$ cat src/design/ssm_pkg.sv
// Purpose: Shared constants, field layouts and carriers for the shared strobe memory port
// Assumes: APB register access, 32-bit data, one word per register
// Notes: Width and size encodings are shared by both strobe control registers
package ssm_pkg;
	// Register byte offsets
	localparam logic [7:0] SSM_PRIMARY_CTRL_OFS = 8'h00;
	localparam logic [7:0] SSM_SECONDARY_CTRL_OFS = 8'h04;
	localparam logic [7:0] SSM_REQ_ADDR_OFS = 8'h08;
	localparam logic [7:0] SSM_REQ_DATA_OFS = 8'h0c;
	localparam logic [7:0] SSM_CMD_OFS = 8'h10;
	localparam logic [7:0] SSM_STATUS_OFS = 8'h14;
	localparam logic [7:0] SSM_RD_DATA_OFS = 8'h18;
	// Control register field positions
	localparam int SSM_WIDTH_LSB = 0;
	localparam int SSM_SIZE_LSB = 2;
	localparam int SSM_WAIT_LSB = 4;
	localparam int SSM_SHARE_BIT = 8;
	// Width and size encodings: 0 = 8 bits, 1 = 16 bits, 2 = 32 bits
	localparam logic [1:0] SSM_W8 = 2'h0;
	localparam logic [1:0] SSM_W16 = 2'h1;
	localparam logic [1:0] SSM_W32 = 2'h2;
	// Reset values: 32-bit width and size, no waits, sharing off
	localparam logic [31:0] SSM_CTRL_RESET = 32'h0000000a;
	localparam logic [23:0] SSM_ADDR_RESET = 24'h000000;
	localparam logic [31:0] SSM_DATA_RESET = 32'h00000000;
	localparam logic [3:0] SSM_LANES_IDLE = 4'hf;
	// Logical address bit that splits the primary and secondary strobe spaces
	localparam int SSM_SPACE_BIT = 23;
	// Strobe control carrier
	typedef struct packed {
		logic share;
		logic [2:0] waits;
		logic [1:0] size;
		logic [1:0] width;
	} ssm_ctrl_s;
	// External bus carrier
	typedef struct packed {
		logic [23:0] addr;
		logic [3:0] lanes_n;
		logic secondary_n;
		logic write_n;
	} ssm_bus_s;
endpackage : ssm_pkg

$ cat src/design/ssm_port.sv
// Purpose: External memory port with two strobe spaces sharing one bank
// Assumes: Ready input is asynchronous to i_ref_clk and synchronised here
// Notes: Logical addresses select the strobe space by their top bit
//
// Summary of operation
// - Sharing bit routes both spaces onto lanes
// - Each half uses its own control register
// - 8-bit on 32-bit memory shifts by two
// - 16-bit on 32-bit memory shifts by one
// - 32-bit on 32-bit drives all lanes except for unshared secondary
// - Unshared secondary drives only its own strobe; shared, only its selected lanes
// - Mixed size pairs cost no extra cycles
// - Settings apply per space without rewrites
// - Sharing works on 16 and 8-bit memory
// - Device translates addresses and lanes itself
// - Ready decides cycle end or extension
// - Programmed waits still need ready low
// - Ready sampled at phase one falling edge
// - Shared lanes are AND of strobes
// - 32-bit data on 32-bit memory leaves address pins unshifted
`timescale 1ns/1ns
module ssm_port (
	input wire logic i_ref_clk, // 25 MHz clock, phase one falling edge equivalent
	input wire logic i_rst, // Synchronous reset, active high
	input wire logic i_psel, // APB select
	input wire logic i_penable, // APB enable
	input wire logic i_pwrite, // APB direction
	input wire logic [7:0] i_paddr, // APB byte address
	input wire logic [31:0] i_pwdata, // APB write data
	output logic [31:0] o_prdata, // APB read data
	output logic o_pready, // APB ready
	output logic o_pslverr, // APB error for unmapped address
	input wire logic i_ready_n, // External ready pin, active low
	input wire logic [31:0] i_mem_rdata, // Memory data in
	output ssm_pkg::ssm_bus_s o_bus, // Address, lane strobes, secondary strobe, write
	output logic [31:0] o_mem_wdata, // Memory data out
	output logic o_mem_wdata_oe // Data bus drive enable
);
	import ssm_pkg::*;
	typedef enum logic [1:0] {SSM_IDLE, SSM_WAIT, SSM_ACCESS} ssm_state_e;

	ssm_state_e state_reg, state_next;
	ssm_ctrl_s pri_reg, sec_reg;
	logic [23:0] req_addr_reg;
	logic [31:0] req_data_reg, rd_data_reg;
	logic req_write_reg, done_reg;
	logic [2:0] wait_cnt_reg;
	logic [2:0] rdy_sync_reg;
	ssm_bus_s bus_reg, bus_next;
	logic [31:0] prdata_reg;
	logic pready_reg, pslverr_reg, wdata_oe_reg;

	// Decode of APB access phase and register selection
	wire apb_setup = i_psel && !i_penable;
	// Writes land at the access edge where ready is seen high, never in setup
	wire apb_access = i_psel && i_penable && pready_reg;
	wire apb_wr = apb_access && i_pwrite;
	// Read data is prepared in setup so that it stands together with ready
	wire apb_rd = apb_setup && !i_pwrite;
	wire sel_pri = i_paddr == SSM_PRIMARY_CTRL_OFS;
	wire sel_sec = i_paddr == SSM_SECONDARY_CTRL_OFS;
	wire sel_addr = i_paddr == SSM_REQ_ADDR_OFS;
	wire sel_data = i_paddr == SSM_REQ_DATA_OFS;
	wire sel_cmd = i_paddr == SSM_CMD_OFS;
	wire sel_stat = i_paddr == SSM_STATUS_OFS;
	wire sel_rdd = i_paddr == SSM_RD_DATA_OFS;
	wire mapped = sel_pri | sel_sec | sel_addr | sel_data | sel_cmd | sel_stat | sel_rdd;
	wire busy = state_reg != SSM_IDLE;
	// Command start ignored while busy so an access in flight is never disturbed
	wire start = apb_wr && sel_cmd && !busy;

	// Space picked by address, no rewrite
	wire is_sec = req_addr_reg[SSM_SPACE_BIT];
	ssm_ctrl_s act;
	assign act = is_sec ? sec_reg : pri_reg;

	// Shift is width minus size when data is narrower
	// Data wider than memory keeps the logical address: one bus cycle only
	wire [1:0] dshift = (act.width > act.size) ? 2'(act.width - act.size) : 2'h0;
	// Device computes physical address; bit 23 only picks the space
	wire [23:0] phys_addr = {1'b0, req_addr_reg[22:0]} >> dshift;
	// Byte offset within the memory word: low logical bits scaled by data size
	wire [1:0] lane_ofs = (dshift == 2'h2) ? req_addr_reg[1:0] :
		(dshift == 2'h1 && act.size == SSM_W8) ? {1'b0, req_addr_reg[0]} :
		(dshift == 2'h1) ? {req_addr_reg[0], 1'b0} : 2'h0;
	wire [3:0] width_mask = (act.width == SSM_W32) ? 4'hf :
		(act.width == SSM_W16) ? 4'h3 : 4'h1;
	wire [3:0] size_mask = (act.size == SSM_W32) ? 4'hf :
		(act.size == SSM_W16) ? 4'h3 : 4'h1;
	// Lane selection by size and low bits
	wire [3:0] lanes_on = 4'((size_mask & width_mask) << lane_ofs);
	// Shared lanes carry AND of both active-low strobes
	wire share = pri_reg.share;
	wire [3:0] pri_lanes_n = is_sec ? SSM_LANES_IDLE : ~lanes_on;
	wire [3:0] sec_lanes_n = is_sec ? ~lanes_on : SSM_LANES_IDLE;
	wire [3:0] drive_lanes_n = share ? (pri_lanes_n & sec_lanes_n) : pri_lanes_n;
	wire sec_pin_n = share ? 1'b1 : &sec_lanes_n;

	// Ready is a pin: three stages, low counts only when last two agree
	wire rdy_low = !rdy_sync_reg[1] && !rdy_sync_reg[2];
	wire waits_done = wait_cnt_reg == 3'h0;

	// Bus cycle sequencer: programmed waits, then ready governs the end
	always_comb begin
		state_next = state_reg;
		bus_next = bus_reg;
		unique case (state_reg)
			SSM_IDLE: begin
				if (start) begin
					state_next = SSM_WAIT;
				end
			end
			SSM_WAIT: begin
				// Same single access path for every size pair
				bus_next.addr = phys_addr;
				bus_next.lanes_n = drive_lanes_n;
				bus_next.secondary_n = sec_pin_n;
				bus_next.write_n = !req_write_reg;
				state_next = SSM_ACCESS;
			end
			SSM_ACCESS: begin
				// Ready high holds the bus for another cycle
				// Programmed waits run first, ready still honoured
				if (waits_done && rdy_low) begin
					state_next = SSM_IDLE;
					bus_next.lanes_n = SSM_LANES_IDLE;
					bus_next.secondary_n = 1'b1;
					bus_next.write_n = 1'b1;
				end
			end
		endcase
	end

	// Strobe control and request registers written over APB
	always_ff @(posedge i_ref_clk) begin
		if (i_rst) begin
			pri_reg <= ssm_ctrl_s'({SSM_CTRL_RESET[SSM_SHARE_BIT], SSM_CTRL_RESET[6:0]});
			sec_reg <= ssm_ctrl_s'({SSM_CTRL_RESET[SSM_SHARE_BIT], SSM_CTRL_RESET[6:0]});
			req_addr_reg <= SSM_ADDR_RESET;
			req_data_reg <= SSM_DATA_RESET;
			req_write_reg <= 1'b0;
		end else begin
			if (apb_wr && sel_pri) begin
				pri_reg <= {i_pwdata[SSM_SHARE_BIT], i_pwdata[SSM_WAIT_LSB +: 3],
					i_pwdata[SSM_SIZE_LSB +: 2], i_pwdata[SSM_WIDTH_LSB +: 2]};
			end
			if (apb_wr && sel_sec) begin
				sec_reg <= {1'b0, i_pwdata[SSM_WAIT_LSB +: 3],
					i_pwdata[SSM_SIZE_LSB +: 2], i_pwdata[SSM_WIDTH_LSB +: 2]};
			end
			if (apb_wr && sel_addr && !busy) begin
				req_addr_reg <= i_pwdata[23:0];
			end
			if (apb_wr && sel_data && !busy) begin
				req_data_reg <= i_pwdata;
			end
			if (start) begin
				req_write_reg <= i_pwdata[0];
			end
		end
	end

	// Sequencer, wait counter, ready synchroniser and captured read data
	always_ff @(posedge i_ref_clk) begin
		if (i_rst) begin
			state_reg <= SSM_IDLE;
			bus_reg <= '{addr: SSM_ADDR_RESET, lanes_n: SSM_LANES_IDLE, secondary_n: 1'b1, write_n: 1'b1};
			wait_cnt_reg <= 3'h0;
			rdy_sync_reg <= 3'h7;
			rd_data_reg <= SSM_DATA_RESET;
			done_reg <= 1'b0;
			wdata_oe_reg <= 1'b0;
		end else begin
			state_reg <= state_next;
			bus_reg <= bus_next;
			rdy_sync_reg <= {rdy_sync_reg[1:0], i_ready_n};
			if (state_reg == SSM_WAIT) begin
				wait_cnt_reg <= act.waits;
				wdata_oe_reg <= req_write_reg;
			end else if (!waits_done) begin
				wait_cnt_reg <= wait_cnt_reg - 3'h1;
			end
			if (state_reg == SSM_ACCESS && state_next == SSM_IDLE) begin
				wdata_oe_reg <= 1'b0;
				done_reg <= 1'b1;
				if (!req_write_reg) begin
					rd_data_reg <= (i_mem_rdata >> {lane_ofs, 3'h0}) &
						{{8{size_mask[3]}}, {8{size_mask[2]}}, {8{size_mask[1]}}, 8'hff};
				end
			end else if (start) begin
				done_reg <= 1'b0;
			end
		end
	end

	// APB answer one cycle after setup; unmapped addresses report an error
	always_ff @(posedge i_ref_clk) begin
		if (i_rst) begin
			prdata_reg <= 32'h00000000;
			pready_reg <= 1'b0;
			pslverr_reg <= 1'b0;
		end else begin
			pready_reg <= apb_setup;
			pslverr_reg <= apb_setup && !mapped;
			// Control words read back in register layout; spare bits read zero
			if (apb_rd) begin
				prdata_reg <= sel_pri ? {23'h000000, pri_reg.share, 1'b0, pri_reg[6:0]} :
					sel_sec ? {23'h000000, sec_reg.share, 1'b0, sec_reg[6:0]} :
					sel_addr ? {8'h00, req_addr_reg} :
					sel_data ? req_data_reg :
					sel_stat ? {30'h0, done_reg, busy} :
					sel_rdd ? rd_data_reg : 32'h00000000;
			end
		end
	end

	assign o_prdata = prdata_reg;
	assign o_pready = pready_reg;
	assign o_pslverr = pslverr_reg;
	assign o_bus = bus_reg;
	assign o_mem_wdata = req_data_reg;
	assign o_mem_wdata_oe = wdata_oe_reg;

	// Assertions
	// Unshared secondary off primary lanes
	sec_lane_iso_a: assert property (@(posedge i_ref_clk) disable iff (i_rst)
		(state_reg == SSM_WAIT && is_sec && !share) |=> (o_bus.lanes_n == 4'hf))
		else $error("secondary access appeared on primary lanes");
	share_route_a: assert property (@(posedge i_ref_clk) disable iff (i_rst)
		(state_reg == SSM_WAIT && is_sec && share) |=> (o_bus.lanes_n != 4'hf && o_bus.secondary_n))
		else $error("shared secondary access missing on lanes");
	full_word_a: assert property (@(posedge i_ref_clk) disable iff (i_rst)
		(state_reg == SSM_WAIT && act.size == SSM_W32 && act.width == SSM_W32 && (share || !is_sec))
		|=> (o_bus.lanes_n == 4'h0))
		else $error("32-bit access did not drive all lanes");
	byte_lane_a: assert property (@(posedge i_ref_clk) disable iff (i_rst)
		(state_reg == SSM_WAIT && act.size == SSM_W8 && (share || !is_sec))
		|=> ($countones(~o_bus.lanes_n) == 1))
		else $error("byte access drove other than one lane");
	// Byte on word memory shifts by two
	byte_shift_a: assert property (@(posedge i_ref_clk) disable iff (i_rst)
		(state_reg == SSM_WAIT && act.size == SSM_W8 && act.width == SSM_W32)
		|=> (o_bus.addr == {3'h0, $past(req_addr_reg[22:2])}))
		else $error("byte address not shifted by two");
	// Half on word memory shifts by one
	half_shift_a: assert property (@(posedge i_ref_clk) disable iff (i_rst)
		(state_reg == SSM_WAIT && act.size == SSM_W16 && act.width == SSM_W32)
		|=> (o_bus.addr == {1'b0, $past(req_addr_reg[22:0]) >> 1}))
		else $error("halfword address not shifted by one");
	ready_hold_a: assert property (@(posedge i_ref_clk) disable iff (i_rst)
		(state_reg == SSM_ACCESS && !rdy_low) |=> (state_reg == SSM_ACCESS && $stable(o_bus)))
		else $error("bus changed while not ready");
	ready_end_a: assert property (@(posedge i_ref_clk) disable iff (i_rst)
		(state_reg == SSM_ACCESS && rdy_low && waits_done) |=> (state_reg == SSM_IDLE && o_bus.lanes_n == 4'hf))
		else $error("cycle did not end on ready");
	// Byte lane follows low address bits
	byte_pos_a: assert property (@(posedge i_ref_clk) disable iff (i_rst)
		(state_reg == SSM_WAIT && act.size == SSM_W8 && act.width == SSM_W32
		&& (share || !is_sec)) |=> (o_bus.lanes_n == ~(4'h1 << $past(req_addr_reg[1:0]))))
		else $error("byte access drove the wrong lane");
	// Word data on word memory keeps address
	word_addr_a: assert property (@(posedge i_ref_clk) disable iff (i_rst)
		(state_reg == SSM_WAIT && act.size == SSM_W32 && act.width == SSM_W32)
		|=> (o_bus.addr == {1'b0, $past(req_addr_reg[22:0])}))
		else $error("word address shifted on word memory");
	// Unshared secondary uses its own strobe
	sec_pin_a: assert property (@(posedge i_ref_clk) disable iff (i_rst)
		(state_reg == SSM_WAIT && is_sec && !share)
		|=> (!o_bus.secondary_n))
		else $error("unshared secondary strobe not driven");
	// Primary access leaves secondary strobe idle
	pri_only_a: assert property (@(posedge i_ref_clk) disable iff (i_rst)
		(state_reg == SSM_WAIT && !is_sec)
		|=> (o_bus.secondary_n))
		else $error("primary access drove the secondary strobe");
	// Programmed waits keep the cycle open
	prog_wait_a: assert property (@(posedge i_ref_clk) disable iff (i_rst)
		(state_reg == SSM_ACCESS && !waits_done)
		|=> (state_reg == SSM_ACCESS))
		else $error("cycle ended during programmed waits");
	// Cover the main scenarios
	shared_sec_c: cover property (@(posedge i_ref_clk) state_reg == SSM_WAIT && is_sec && share);
	wait_ext_c: cover property (@(posedge i_ref_clk) state_reg == SSM_ACCESS && !rdy_low);
	byte_word_c: cover property (@(posedge i_ref_clk)
		state_reg == SSM_WAIT && act.size == SSM_W8 && act.width == SSM_W32);
	unshared_sec_c: cover property (@(posedge i_ref_clk)
		state_reg == SSM_WAIT && is_sec && !share);
	prog_wait_c: cover property (@(posedge i_ref_clk)
		state_reg == SSM_ACCESS && !waits_done);
endmodule : ssm_port

$ cat config.mk
export PLATFORM = sky130hd
export DESIGN_NAME = ssm_port
export DESIGN_NICKNAME = d
export VERILOG_FILES = /design/src/design/ssm_pkg.sv /design/src/design/ssm_port.sv
export SDC_FILE = /design/constraint.sdc
export NUM_CORES = 1
export LEC_CHECK = 0
export ABC_CLOCK_PERIOD_IN_PS = 4400
export BUFFER_PORTS_ARGS = -buffer_cell sky130_fd_sc_hd__buf_4
export CORE_AREA = 8 8 140 142
export DETAILED_ROUTE_END_ITERATION = 10
export DIE_AREA = 0 0 148 150
export PLACE_DENSITY = 0.73
export SLEW_MARGIN = 20
export SYNTH_ARGS = -nofsm -noshare
export SYNTH_HDL_FRONTEND = slang
export SYNTH_SLANG_ARGS = --single-unit
$ cat constraint.sdc
create_clock -name i_ref_clk -period 4.4 [get_ports i_ref_clk]
set_input_delay 0.22 -clock i_ref_clk [delete_from_list [all_inputs] [get_ports i_ref_clk]]
set_output_delay 0.22 -clock i_ref_clk [all_outputs]
set_load 0.03 [all_outputs]
**Yosys cells after proc, flatten, opt, wreduce, memory -nomap -nowiden**

Cells that the tools add are included.

- Bits in registers: 178

- $add $sub $neg: 2
- $lt $le $gt $ge: 1
- Equality and inequality tests: 16
- Shift-type cells: 3
- Muxes and demuxes: 28
- Bitwise gates (word level): 11
- Reduce and logical (&&, ||, !) cells: 37

Operators by type and width:

| operator | number |
|---|---|
| 2-to-1 mux 32 bit | 6 |
| bitwise AND 32 bit | 1 |
| right shift 32 x 5 -> 32 bit | 1 |
| equality test 8 x 5 -> 1 bit (second input constant) | 3 |
| right shift 23 x 2 -> 24 bit | 1 |
| 2-to-1 mux 4 bit | 5 |
| logical AND 1 bit | 18 |
| equality test 8 x 4 -> 1 bit (second input constant) | 2 |
| 2-to-1 mux 2 bit | 8 |
| case mux 6 bit (2 select lines) | 1 |
| bitwise AND 4 bit | 2 |
| equality test 2 x 1 -> 1 bit (second input constant) | 4 |
| equality test 2 bit (second input constant) | 4 |
| equality test 8 x 3 -> 1 bit (second input constant) | 1 |
| zero test 8 bit | 1 |
| zero test 1 bit | 7 |
| 2-to-1 mux 7 bit | 1 |
| zero test 2 bit | 3 |
| 2-to-1 mux 3 bit | 2 |
| 2-to-1 mux 6 bit | 1 |
| bitwise OR 1 bit | 6 |
| case mux 2 bit (3 select lines) | 1 |
| nonzero test 2 bit | 3 |
| NOT 4 bit | 1 |
| 12 further kinds | 15 |

**Logic depth before layout (Yosys ltp)**

Gate-level depths: netlist (run 1).

- Depth after elaboration: 13
- Mapped depth: 13

**Worst setup path after synthesis (run 1)**

OpenSTA, ideal clock, no wires.

- Kind: flip-flop to flip-flop
- Start point: register req_addr_reg[23]
- End point: register bus_reg (netlist bit o_bus[20])
- Library setup time: 0.128 ns
- Arrival time: 3.076 ns
- Data required time: 4.272 ns
- Path slack: 1.196 ns
- Stages on the path, launching flop included: 13
- Period minus slack after synthesis: 3.204 ns
- Cells stage by stage: dfxtp_1 -> clkbuf_1 -> mux2i_1 -> inv_1 -> ha_1 -> inv_1 -> fa_1 -> nor2b_1 -> clkbuf_1 -> buf_1 -> mux4_2 -> mux2i_1 -> nor2_1

- Cells in the longest elaborated chain, start to end: 4
- Elaborated cells on any way between the ends: 5
- Classes of those cells: add/sub (1); order compare (1); shift (1); mux (2)

Ends and longest elaborated chain:

| item | RTL line | RTL |
|---|---|---|
| start, declared | ssm_port.sv:44 | `logic [23:0] req_addr_reg;` |
| start signal, assigned | ssm_port.sv:152 | `req_addr_reg <= i_pwdata[23:0];` |
| 2-to-1 mux 7 bit * | ssm_port.sv:75 | `assign act = is_sec ? sec_reg : pri_reg;` |
| subtractor 2 bit / > comparator 2 bit (equally long branches) | ssm_port.sv:79 | `wire [1:0] dshift = (act.width > act.size) ? 2'(act.width - act.size) : 2'h0;` |
| 2-to-1 mux 2 bit * | ssm_port.sv:79 |  |
| right shift 23 x 2 -> 24 bit * | ssm_port.sv:81 | `wire [23:0] phys_addr = {1'b0, req_addr_reg[22:0]} >> dshift;` |
| end signal, assigned | ssm_port.sv:167 | `bus_reg <= '{addr: SSM_ADDR_RESET, lanes_n: SSM_LANES_IDLE, secondary_n: 1'b1, write_n: 1'b1};` |
| end signal, assigned | ssm_port.sv:175 | `bus_reg <= bus_next;` |
| end, declared | ssm_port.sv:49 | `ssm_bus_s bus_reg, bus_next;` |

Mark *: on every way between the ends. The rest lies on a longest branch, timed or not.
A chain may end at the register's enable or synchronous reset.

**Final worst setup path (run 1)**

- Start point: register req_addr_reg[23]
- End point: register rd_data_reg[26]

- Cells in the longest elaborated chain, start to end: 9
- Elaborated cells on any way between the ends: 15
- Classes of those cells: add/sub (1); order compare (1); eq/ne (3); shift (1); mux (6); bitwise (1); reduce/logical (2)

Ends and longest elaborated chain:

| item | RTL line | RTL |
|---|---|---|
| 2-to-1 mux 7 bit * | ssm_port.sv:75 |  |
| subtractor 2 bit / > comparator 2 bit (equally long branches) | ssm_port.sv:79 |  |
| 2-to-1 mux 2 bit | ssm_port.sv:79 |  |
| equality test 2 x 1 -> 1 bit | ssm_port.sv:84, ssm_port.sv:85 |  |
| 2-to-1 mux 2 bit / logical AND 1 bit (equally long branches) | ssm_port.sv:85, ssm_port.sv:84 |  |
| 2-to-1 mux 2 bit | ssm_port.sv:84 | `(dshift == 2'h1 && act.size == SSM_W8) ? {1'b0, req_addr_reg[0]} :` |
| 2-to-1 mux 2 bit | ssm_port.sv:83 | `wire [1:0] lane_ofs = (dshift == 2'h2) ? req_addr_reg[1:0] :` |
| right shift 32 x 5 -> 32 bit | ssm_port.sv:187 | `rd_data_reg <= (i_mem_rdata >> {lane_ofs, 3'h0}) &` |
| bitwise AND 32 bit * | ssm_port.sv:187 |  |
| end signal, assigned | ssm_port.sv:187 |  |
| end, declared | ssm_port.sv:45 | `logic [31:0] req_data_reg, rd_data_reg;` |

Marks and branches as above.

==> impl_metrics.csv, run 1 <==
group,metric,value,unit
route,vias,8000,
route,route.detailed.drc,0,
die,dieArea,22200,um2
timing,fmax,0.269,GHz
worst_setup_path,cp_max_fo,18,
power_and_ir_drop,p_seq_frac,0.469,
clock_tree,path_clk_slew,0.07,ns
logic_synthesis,async_flop_share,0,
grt,use_met3,0.0496,
route,wirelength,27400,um
hold_path,min_path_type,"in -> reg",
worst_setup_path,path_cells,"mux2i_1 -> inv_1 -> ha_1 -> inv_1 -> fa_1 -> nor3b_1 -> o21a_1 -> nor3_1 -> o21ai_1 -> o32ai_1",
power_and_ir_drop,fin_total_pwr,3.47,mW
logic_synthesis,syn-instance-count,991,
clock_tree,clock_latency,0.44,ns
grt,grt_pass1_wl,43300,um
clock_tree,cts_setup_buffers,0,
clock_tree,numCtsBuffers,17,
power_and_ir_drop,power_frac_comb,0.075,
logic_synthesis,synth_nets,1080,
power_and_ir_drop,swShare,0.235,
run_status,status,"completed",
hold_path,min_path_cells,3,
logic_synthesis,ys_types,66,
worst_setup_path,r2r-end,"rd_data_reg[26]",
clock_tree,cts_root_buf,"clkbuf_16",
clock_tree,htreeDepth,4,
power_and_ir_drop,p_per_area,330,nW/um2
worst_setup_path,arrival,4.00,ns
run,drv_cap,0,
logic_synthesis,syn_area,8470,um2
die,start_util,0.483,
clock_tree,clock_path_buffers,2,
power_and_ir_drop,clock_power_share,0.455,
clock_tree,cts_tree,"yes",
die,die_h,150,um
worst_setup_path,critPathCaptureType,"register",
timing,worst_pin_slew,1.03,ns
grt,use_met1,0.306,
finish,diodes,0,
route,routed_via_density,5.86,
worst_setup_path,cp.required,4.68,ns
grt,grtUsageTotal,0.247,
power_and_ir_drop,p_leak,3.89,nW
grt,use_met2,0.415,
route,drt_iter0_drc,877,
finish,multi_input_area,4470,um2
timing,finalClockSkew,0.00823,ns
logic_synthesis,synth_edf_count,0,
worst_setup_path,rr_startpoint,"req_addr_reg[23]",
logic_synthesis,synth_top_area_share,0.419,
timing,period_share,0.845,
hold_path,hp-start,"i_pwdata[30]",
finish,seq_area,3540,um2
timing,hold_violations,0,
worst_setup_path,cpMostUsedCell,"inv_1",
die,core_area,17500,um2
timing,slew_headroom,0.306,
clock_tree,cts_resized,0,
worst_setup_path,cp_slowest_stage_delay,0.70,ns
finish,finish.net_count,1212,
worst_setup_path,critPathKind,"reg -> reg",
logic_synthesis,synth_warnings,0,
finish,utilization,0.599,
grt,grt_pass1_vias,7688,
placed_design,port_buffers,173,
logic_synthesis,ys_seq_elements,177,
power_and_ir_drop,p_int,2.65,mW
timing,holdWs,0.0288,ns
timing,fin_crit,3.72,ns
grt,antenna_found_initial,0,
die,die_x,148,um
logic_synthesis,yosysTopAreaCell,"dfxtp_1",
finish,syn2layout_area_growth,24.1,%
placed_design,dpl.hpwl,19500,um
finish,nFillCells,1615,
worst_setup_path,ff2ff_setup_slack,0.68,ns
placed_design,place_congestion,0.871,
route,drtAntennaViolNets,0,
timing,fin_tns_setup,0,ns
clock_tree,cts_hold_buf,1,
worst_setup_path,cp_top_family,"compound AO/OA/AOI/OAI gates",
route,firstDrtPassIters,6,
finish,final_layout_size_suffix_gt1_frac,0.228,
power_and_ir_drop,p_sw,0.815,mW
logic_synthesis,synth-seq-area-share,0.419,
worst_setup_path,worst-path-buf-inv,2,
die,boundaryPins,175,
logic_synthesis,synth.avg_cell_area,8.54,um2
power_and_ir_drop,ir_drop,0.277,mV
finish,final_cell_mix,"buf_4, dfxtp_1, nand2_1",
die,row_count,49,
grt,grt_max_degree,64,
worst_setup_path,critPathLaunchType,"register",
timing,final_max_slew_viol_count,0,
logic_synthesis,ys.flop_type,"dfxtp_1",
clock_tree,clock_sinks,177,
timing,rsz0062_at_grt,"false",
grt,busiest_layer,"met2",
logic_synthesis,ys_top_cells_by_area,"dfxtp_1, a21oi_1, nand2_1",
worst_setup_path,reg2reg_depth,10,
route,routedWlPerCell,20.1,um
hold_path,holdPathEnd,"o_mem_wdata[30]",
finish,mostFrequentLayoutCell,"buf_4",
worst_setup_path,critPathSlowestCell,"o21a_1",
grt,grt_overflow,0,
timing,setup_violations,0,
-- power groups by stage --
| stage | logic [mW] | clock network, mW | registers (mW) |
|---|---|---|---|
| final | 0.262 | 1.58 | 1.63 |
| after global routing | 0.287 | 1.67 | 1.63 |
| after CTS | 0.260 | 1.59 | 1.63 |
| after detailed placement | 0.258 | 0 | 1.66 |
| after global placement | 0.256 | 0 | 1.66 |
| after floorplan | 0.136 | 0 | 1.67 |
-- cell usage after synthesis (all sizes together), types with 5 or more instances --
library cell and count:
a311oi 6, ha 10, buf 20, nand3b 5, nor3 6, mux4 18
inv 35, mux2i 49, a21oi 134, nand3 34, nor2 65, o31ai 16
a221oi 8, or2 8, a22o 24, o211ai 6, a2111o 8, a221o 8
nor2b 13, dfxtp 177, a211oi 7, o21ai 7, and3 9, clkbuf 60
o2bb2ai 9, nand2 167, nand2b 22, o32ai 9, a22oi 6
-- cell families (layout without fill, tap and decap cells) --
group	after synthesis	count (layout)	share of synthesized area
AO/OA/AOI/OAI	266	266	0.209
multiplexers	69	69	0.108
adder cells (fa/ha/maj)	11	11	0.0171
XOR/XNOR	1	1	0.00103
buffers and inverters	117	262	0.0559
flip-flops	177	177	0.419
other	1	1	0.000443
AND/OR/NAND/NOR	349	349	0.189
-- layout make-up --
type,instances,area share
Timing Repair Buffer,193,0.138
Sequential cell,177,0.337
Inverter,37,0.0132
Clock buffer,19,0.0431
Tap cell,229,0.0273
Multi-Input combinational cell,697,0.426
Clock inverter,13,0.0152
-- worst register-to-register path, cell delays in order (launching register included) --
cell	delay [ns]
dfxtp_1	0.62
mux2i_1	0.39
inv_1	0.08
ha_1	0.20
inv_1	0.08
fa_1	0.48
nor3b_1	0.35
o21a_1	0.70
nor3_1	0.11
o21ai_1	0.38
o32ai_1	0.19
-- metrics by stage --
stage | cell area, um2 | cells | setup WS (ns)
after global routing | 10500 | 1365 | 0.408
after CTS | 10500 | 1365 | 0.746
after detailed placement | 9880 | 1332 | 0.778
after floorplan | 8470 | 991 | 1.20
final | 10500 | 1365 | 0.683
after global placement | 9880 | 1332 | 0.935
-- worst max path at each step --
stage	startpoint	end	slack [ns]	cells after the start
2_1_floorplan	req_addr_reg[23]	o_bus[20]	1.20	12
3_3_place_gp	req_addr_reg[23]	rd_data_reg[31]	0.93	10
3_5_place_dp	req_addr_reg[23]	rd_data_reg[23]	0.78	10
4_1_cts	req_addr_reg[23]	rd_data_reg[5]	0.75	10
5_1_grt	req_addr_reg[23]	rd_data_reg[28]	0.41	10
6_report	req_addr_reg[23]	rd_data_reg[26]	0.68	10
-- metal layers --
layer  part of all wire  up-vias
met3              0.080       46
met4              0.025        0
li1                   -     3787
met5                  0        -
met1               0.41     3800
met2               0.49      367
No activity file was read; power rests on OpenSTA's default activity.
==> inputs of run 2 (changes only) <==
--- a/config.mk
+++ b/config.mk
@@ -5,12 +5,12 @@
 export SDC_FILE = /design/constraint.sdc
 export NUM_CORES = 1
 export LEC_CHECK = 0
-export ABC_CLOCK_PERIOD_IN_PS = 4400
+export ABC_CLOCK_PERIOD_IN_PS = 3380
 export BUFFER_PORTS_ARGS = -buffer_cell sky130_fd_sc_hd__buf_4
 export CORE_AREA = 8 8 140 142
 export DETAILED_ROUTE_END_ITERATION = 10
 export DIE_AREA = 0 0 148 150
-export PLACE_DENSITY = 0.73
+export PLACE_DENSITY = 0.75
 export SLEW_MARGIN = 20
 export SYNTH_ARGS = -nofsm -noshare
 export SYNTH_HDL_FRONTEND = slang
==> constraint.sdc (replaced) <==
create_clock -name i_ref_clk -period 3.38 [get_ports i_ref_clk]
set_input_delay 0.169 -clock i_ref_clk [delete_from_list [all_inputs] [get_ports i_ref_clk]]
set_output_delay 0.169 -clock i_ref_clk [all_outputs]
set_load 0.03 [all_outputs]
==> impl_metrics.csv, run 2 (synthesis results as in run 1) <==
group,metric,value,unit
run_status,status,"completed",
timing,rsz0062_at_grt,"false",
clock_tree,htreeDepth,4,
clock_tree,numCtsBuffers,17,
clock_tree,clock_latency,0.44,ns
hold_path,min_path_type,"in -> reg",
power_and_ir_drop,power_frac_comb,0.081,
die,row_count,49,
worst_setup_path,cp_max_fo,8,
route,route.detailed.drc,0,
worst_setup_path,critPathKind,"reg -> reg",
grt,grt_max_degree,73,
clock_tree,cts_tree,"yes",
timing,holdWs,0.0175,ns
timing,hold_violations,0,
timing,finalClockSkew,0.0109,ns
route,drt_iter0_drc,684,
finish,final_cell_mix,"buf_4, dfxtp_1, nand2_1",
worst_setup_path,critPathCaptureType,"register",
finish,utilization,0.620,
worst_setup_path,cpMostUsedCell,"inv_1",
worst_setup_path,critPathSlowestCell,"dfxtp_1",
power_and_ir_drop,p_int,3.52,mW
worst_setup_path,critPathLaunchType,"register",
worst_setup_path,worst-path-buf-inv,2,
power_and_ir_drop,clock_power_share,0.456,
grt,grt_pass1_vias,7935,
power_and_ir_drop,p_seq_frac,0.462,
die,dieArea,22200,um2
route,firstDrtPassIters,6,
timing,final_max_slew_viol_count,0,
worst_setup_path,cp_top_family,"adder cells",
timing,fmax,0.315,GHz
placed_design,dpl.hpwl,19500,um
route,routed_via_density,5.90,
worst_setup_path,cp_slowest_stage_delay,0.50,ns
die,die_x,148,um
run,drv_cap,0,
grt,grtUsageTotal,0.247,
placed_design,dpl.cell_count,1341,
timing,fin_tns_setup,0,ns
power_and_ir_drop,p_per_area,422,nW/um2
power_and_ir_drop,ir_drop,0.380,mV
clock_tree,path_clk_slew,0.07,ns
route,wirelength,27900,um
placed_design,port_buffers,173,
die,core_area,17500,um2
worst_setup_path,arrival,3.48,ns
route,vias,8264,
route,routedWlPerCell,19.9,um
clock_tree,clock_path_buffers,2,
timing,fin_crit,3.17,ns
power_and_ir_drop,p_leak,4.05,nW
power_and_ir_drop,fin_total_pwr,4.59,mW
timing,period_share,0.939,
grt,grt_overflow,0,
placed_design,place_congestion,0.897,
finish,stdcell_count,1400,
finish,finish.net_count,1247,
finish,final_layout_size_suffix_gt1_frac,0.228,
clock_tree,cts_root_buf,"clkbuf_16",
route,drtAntennaViolNets,0,
finish,mostFrequentLayoutCell,"buf_4",
timing,slew_headroom,0.399,
worst_setup_path,path_cells,"mux2i_1 -> inv_1 -> ha_1 -> inv_1 -> fa_1 -> and3b_1 -> or2_2 -> a221oi_1 -> a221o_1 -> a21oi_1",
die,die_h,150,um
clock_tree,clock_sinks,177,
timing,worst_pin_slew,0.897,ns
power_and_ir_drop,swShare,0.233,
grt,antenna_found_initial,0,
power_and_ir_drop,p_sw,1.07,mW
finish,diodes,0,
timing,setup_violations,0,
die,start_util,0.483,
finish,syn2layout_area_growth,28.4,%
worst_setup_path,cp.required,3.68,ns
grt,grt_pass1_wl,43600,um
die,boundaryPins,175,
## run 2: through the flow
| step | setup WS [ns] | area, um2 |
|---|---|---|
| 6_report | 0.205 | 10900 |
| 5_1_grt | 0.0323 | 10900 |
| 4_1_cts | 0.143 | 10900 |
| 3_5_place_dp | 0.169 | 9970 |
| 3_3_place_gp | 0.344 | 9970 |
| 2_1_floorplan | 0.176 | 8470 |
## run 2: path summary, 6_finish.rpt
kind,startpoint,to,slack (ns),cells past startpoint
setup / recovery,req_addr_reg[23],rd_data_reg[3],0.21,10
hold / removal,i_pwdata[8],o_mem_wdata[8],0.02,3
setup reg to reg,req_addr_reg[23],rd_data_reg[3],0.21,10
hold reg to reg,rdy_sync_reg[0],rdy_sync_reg[1],0.41,1
## run 2: routing by layer
layer	global-route usage	up-vias	wire length, um
met3	0.0478	70	1990
met4	0.108	0	921
met5	0	-	0
met1	0.304	3974	11300
met2	0.413	361	13700
li1	-	3859	-
## run 2: worst min-delay path, cell delays in order
cell and delay, ns:
buf_4 0.13, nand2_1 0.05, a21oi_1 0.05
## run 2: repair_timing
item	CTS	global route
gates resized for setup	0	2
buffers inserted	0	0
setup endpoints to repair	0	20
endpoints found under the hold margin	38	0
hold buffers	27	0
## run 2: layout make-up
class                   count  area [um2]
fillers                  1512        6660
multi-input cells         697        4480
flip-flops and latches    177        3540
repair buffers            228        1800
clock buffers              20         437
well taps                 229         287
clock inverters            12         181
inverters                  37         139
## run 2: power groups by stage
| stage | combinational (mW) | sequential, mW | clock [mW] |
|---|---|---|---|
| finish | 0.373 | 2.12 | 2.09 |
| global route | 0.402 | 2.12 | 2.19 |
| CTS | 0.369 | 2.12 | 2.11 |
| detailed placement | 0.341 | 2.17 | 0 |
| global placement | 0.335 | 2.17 | 0 |
| floorplan | 0.178 | 2.17 | 0 |
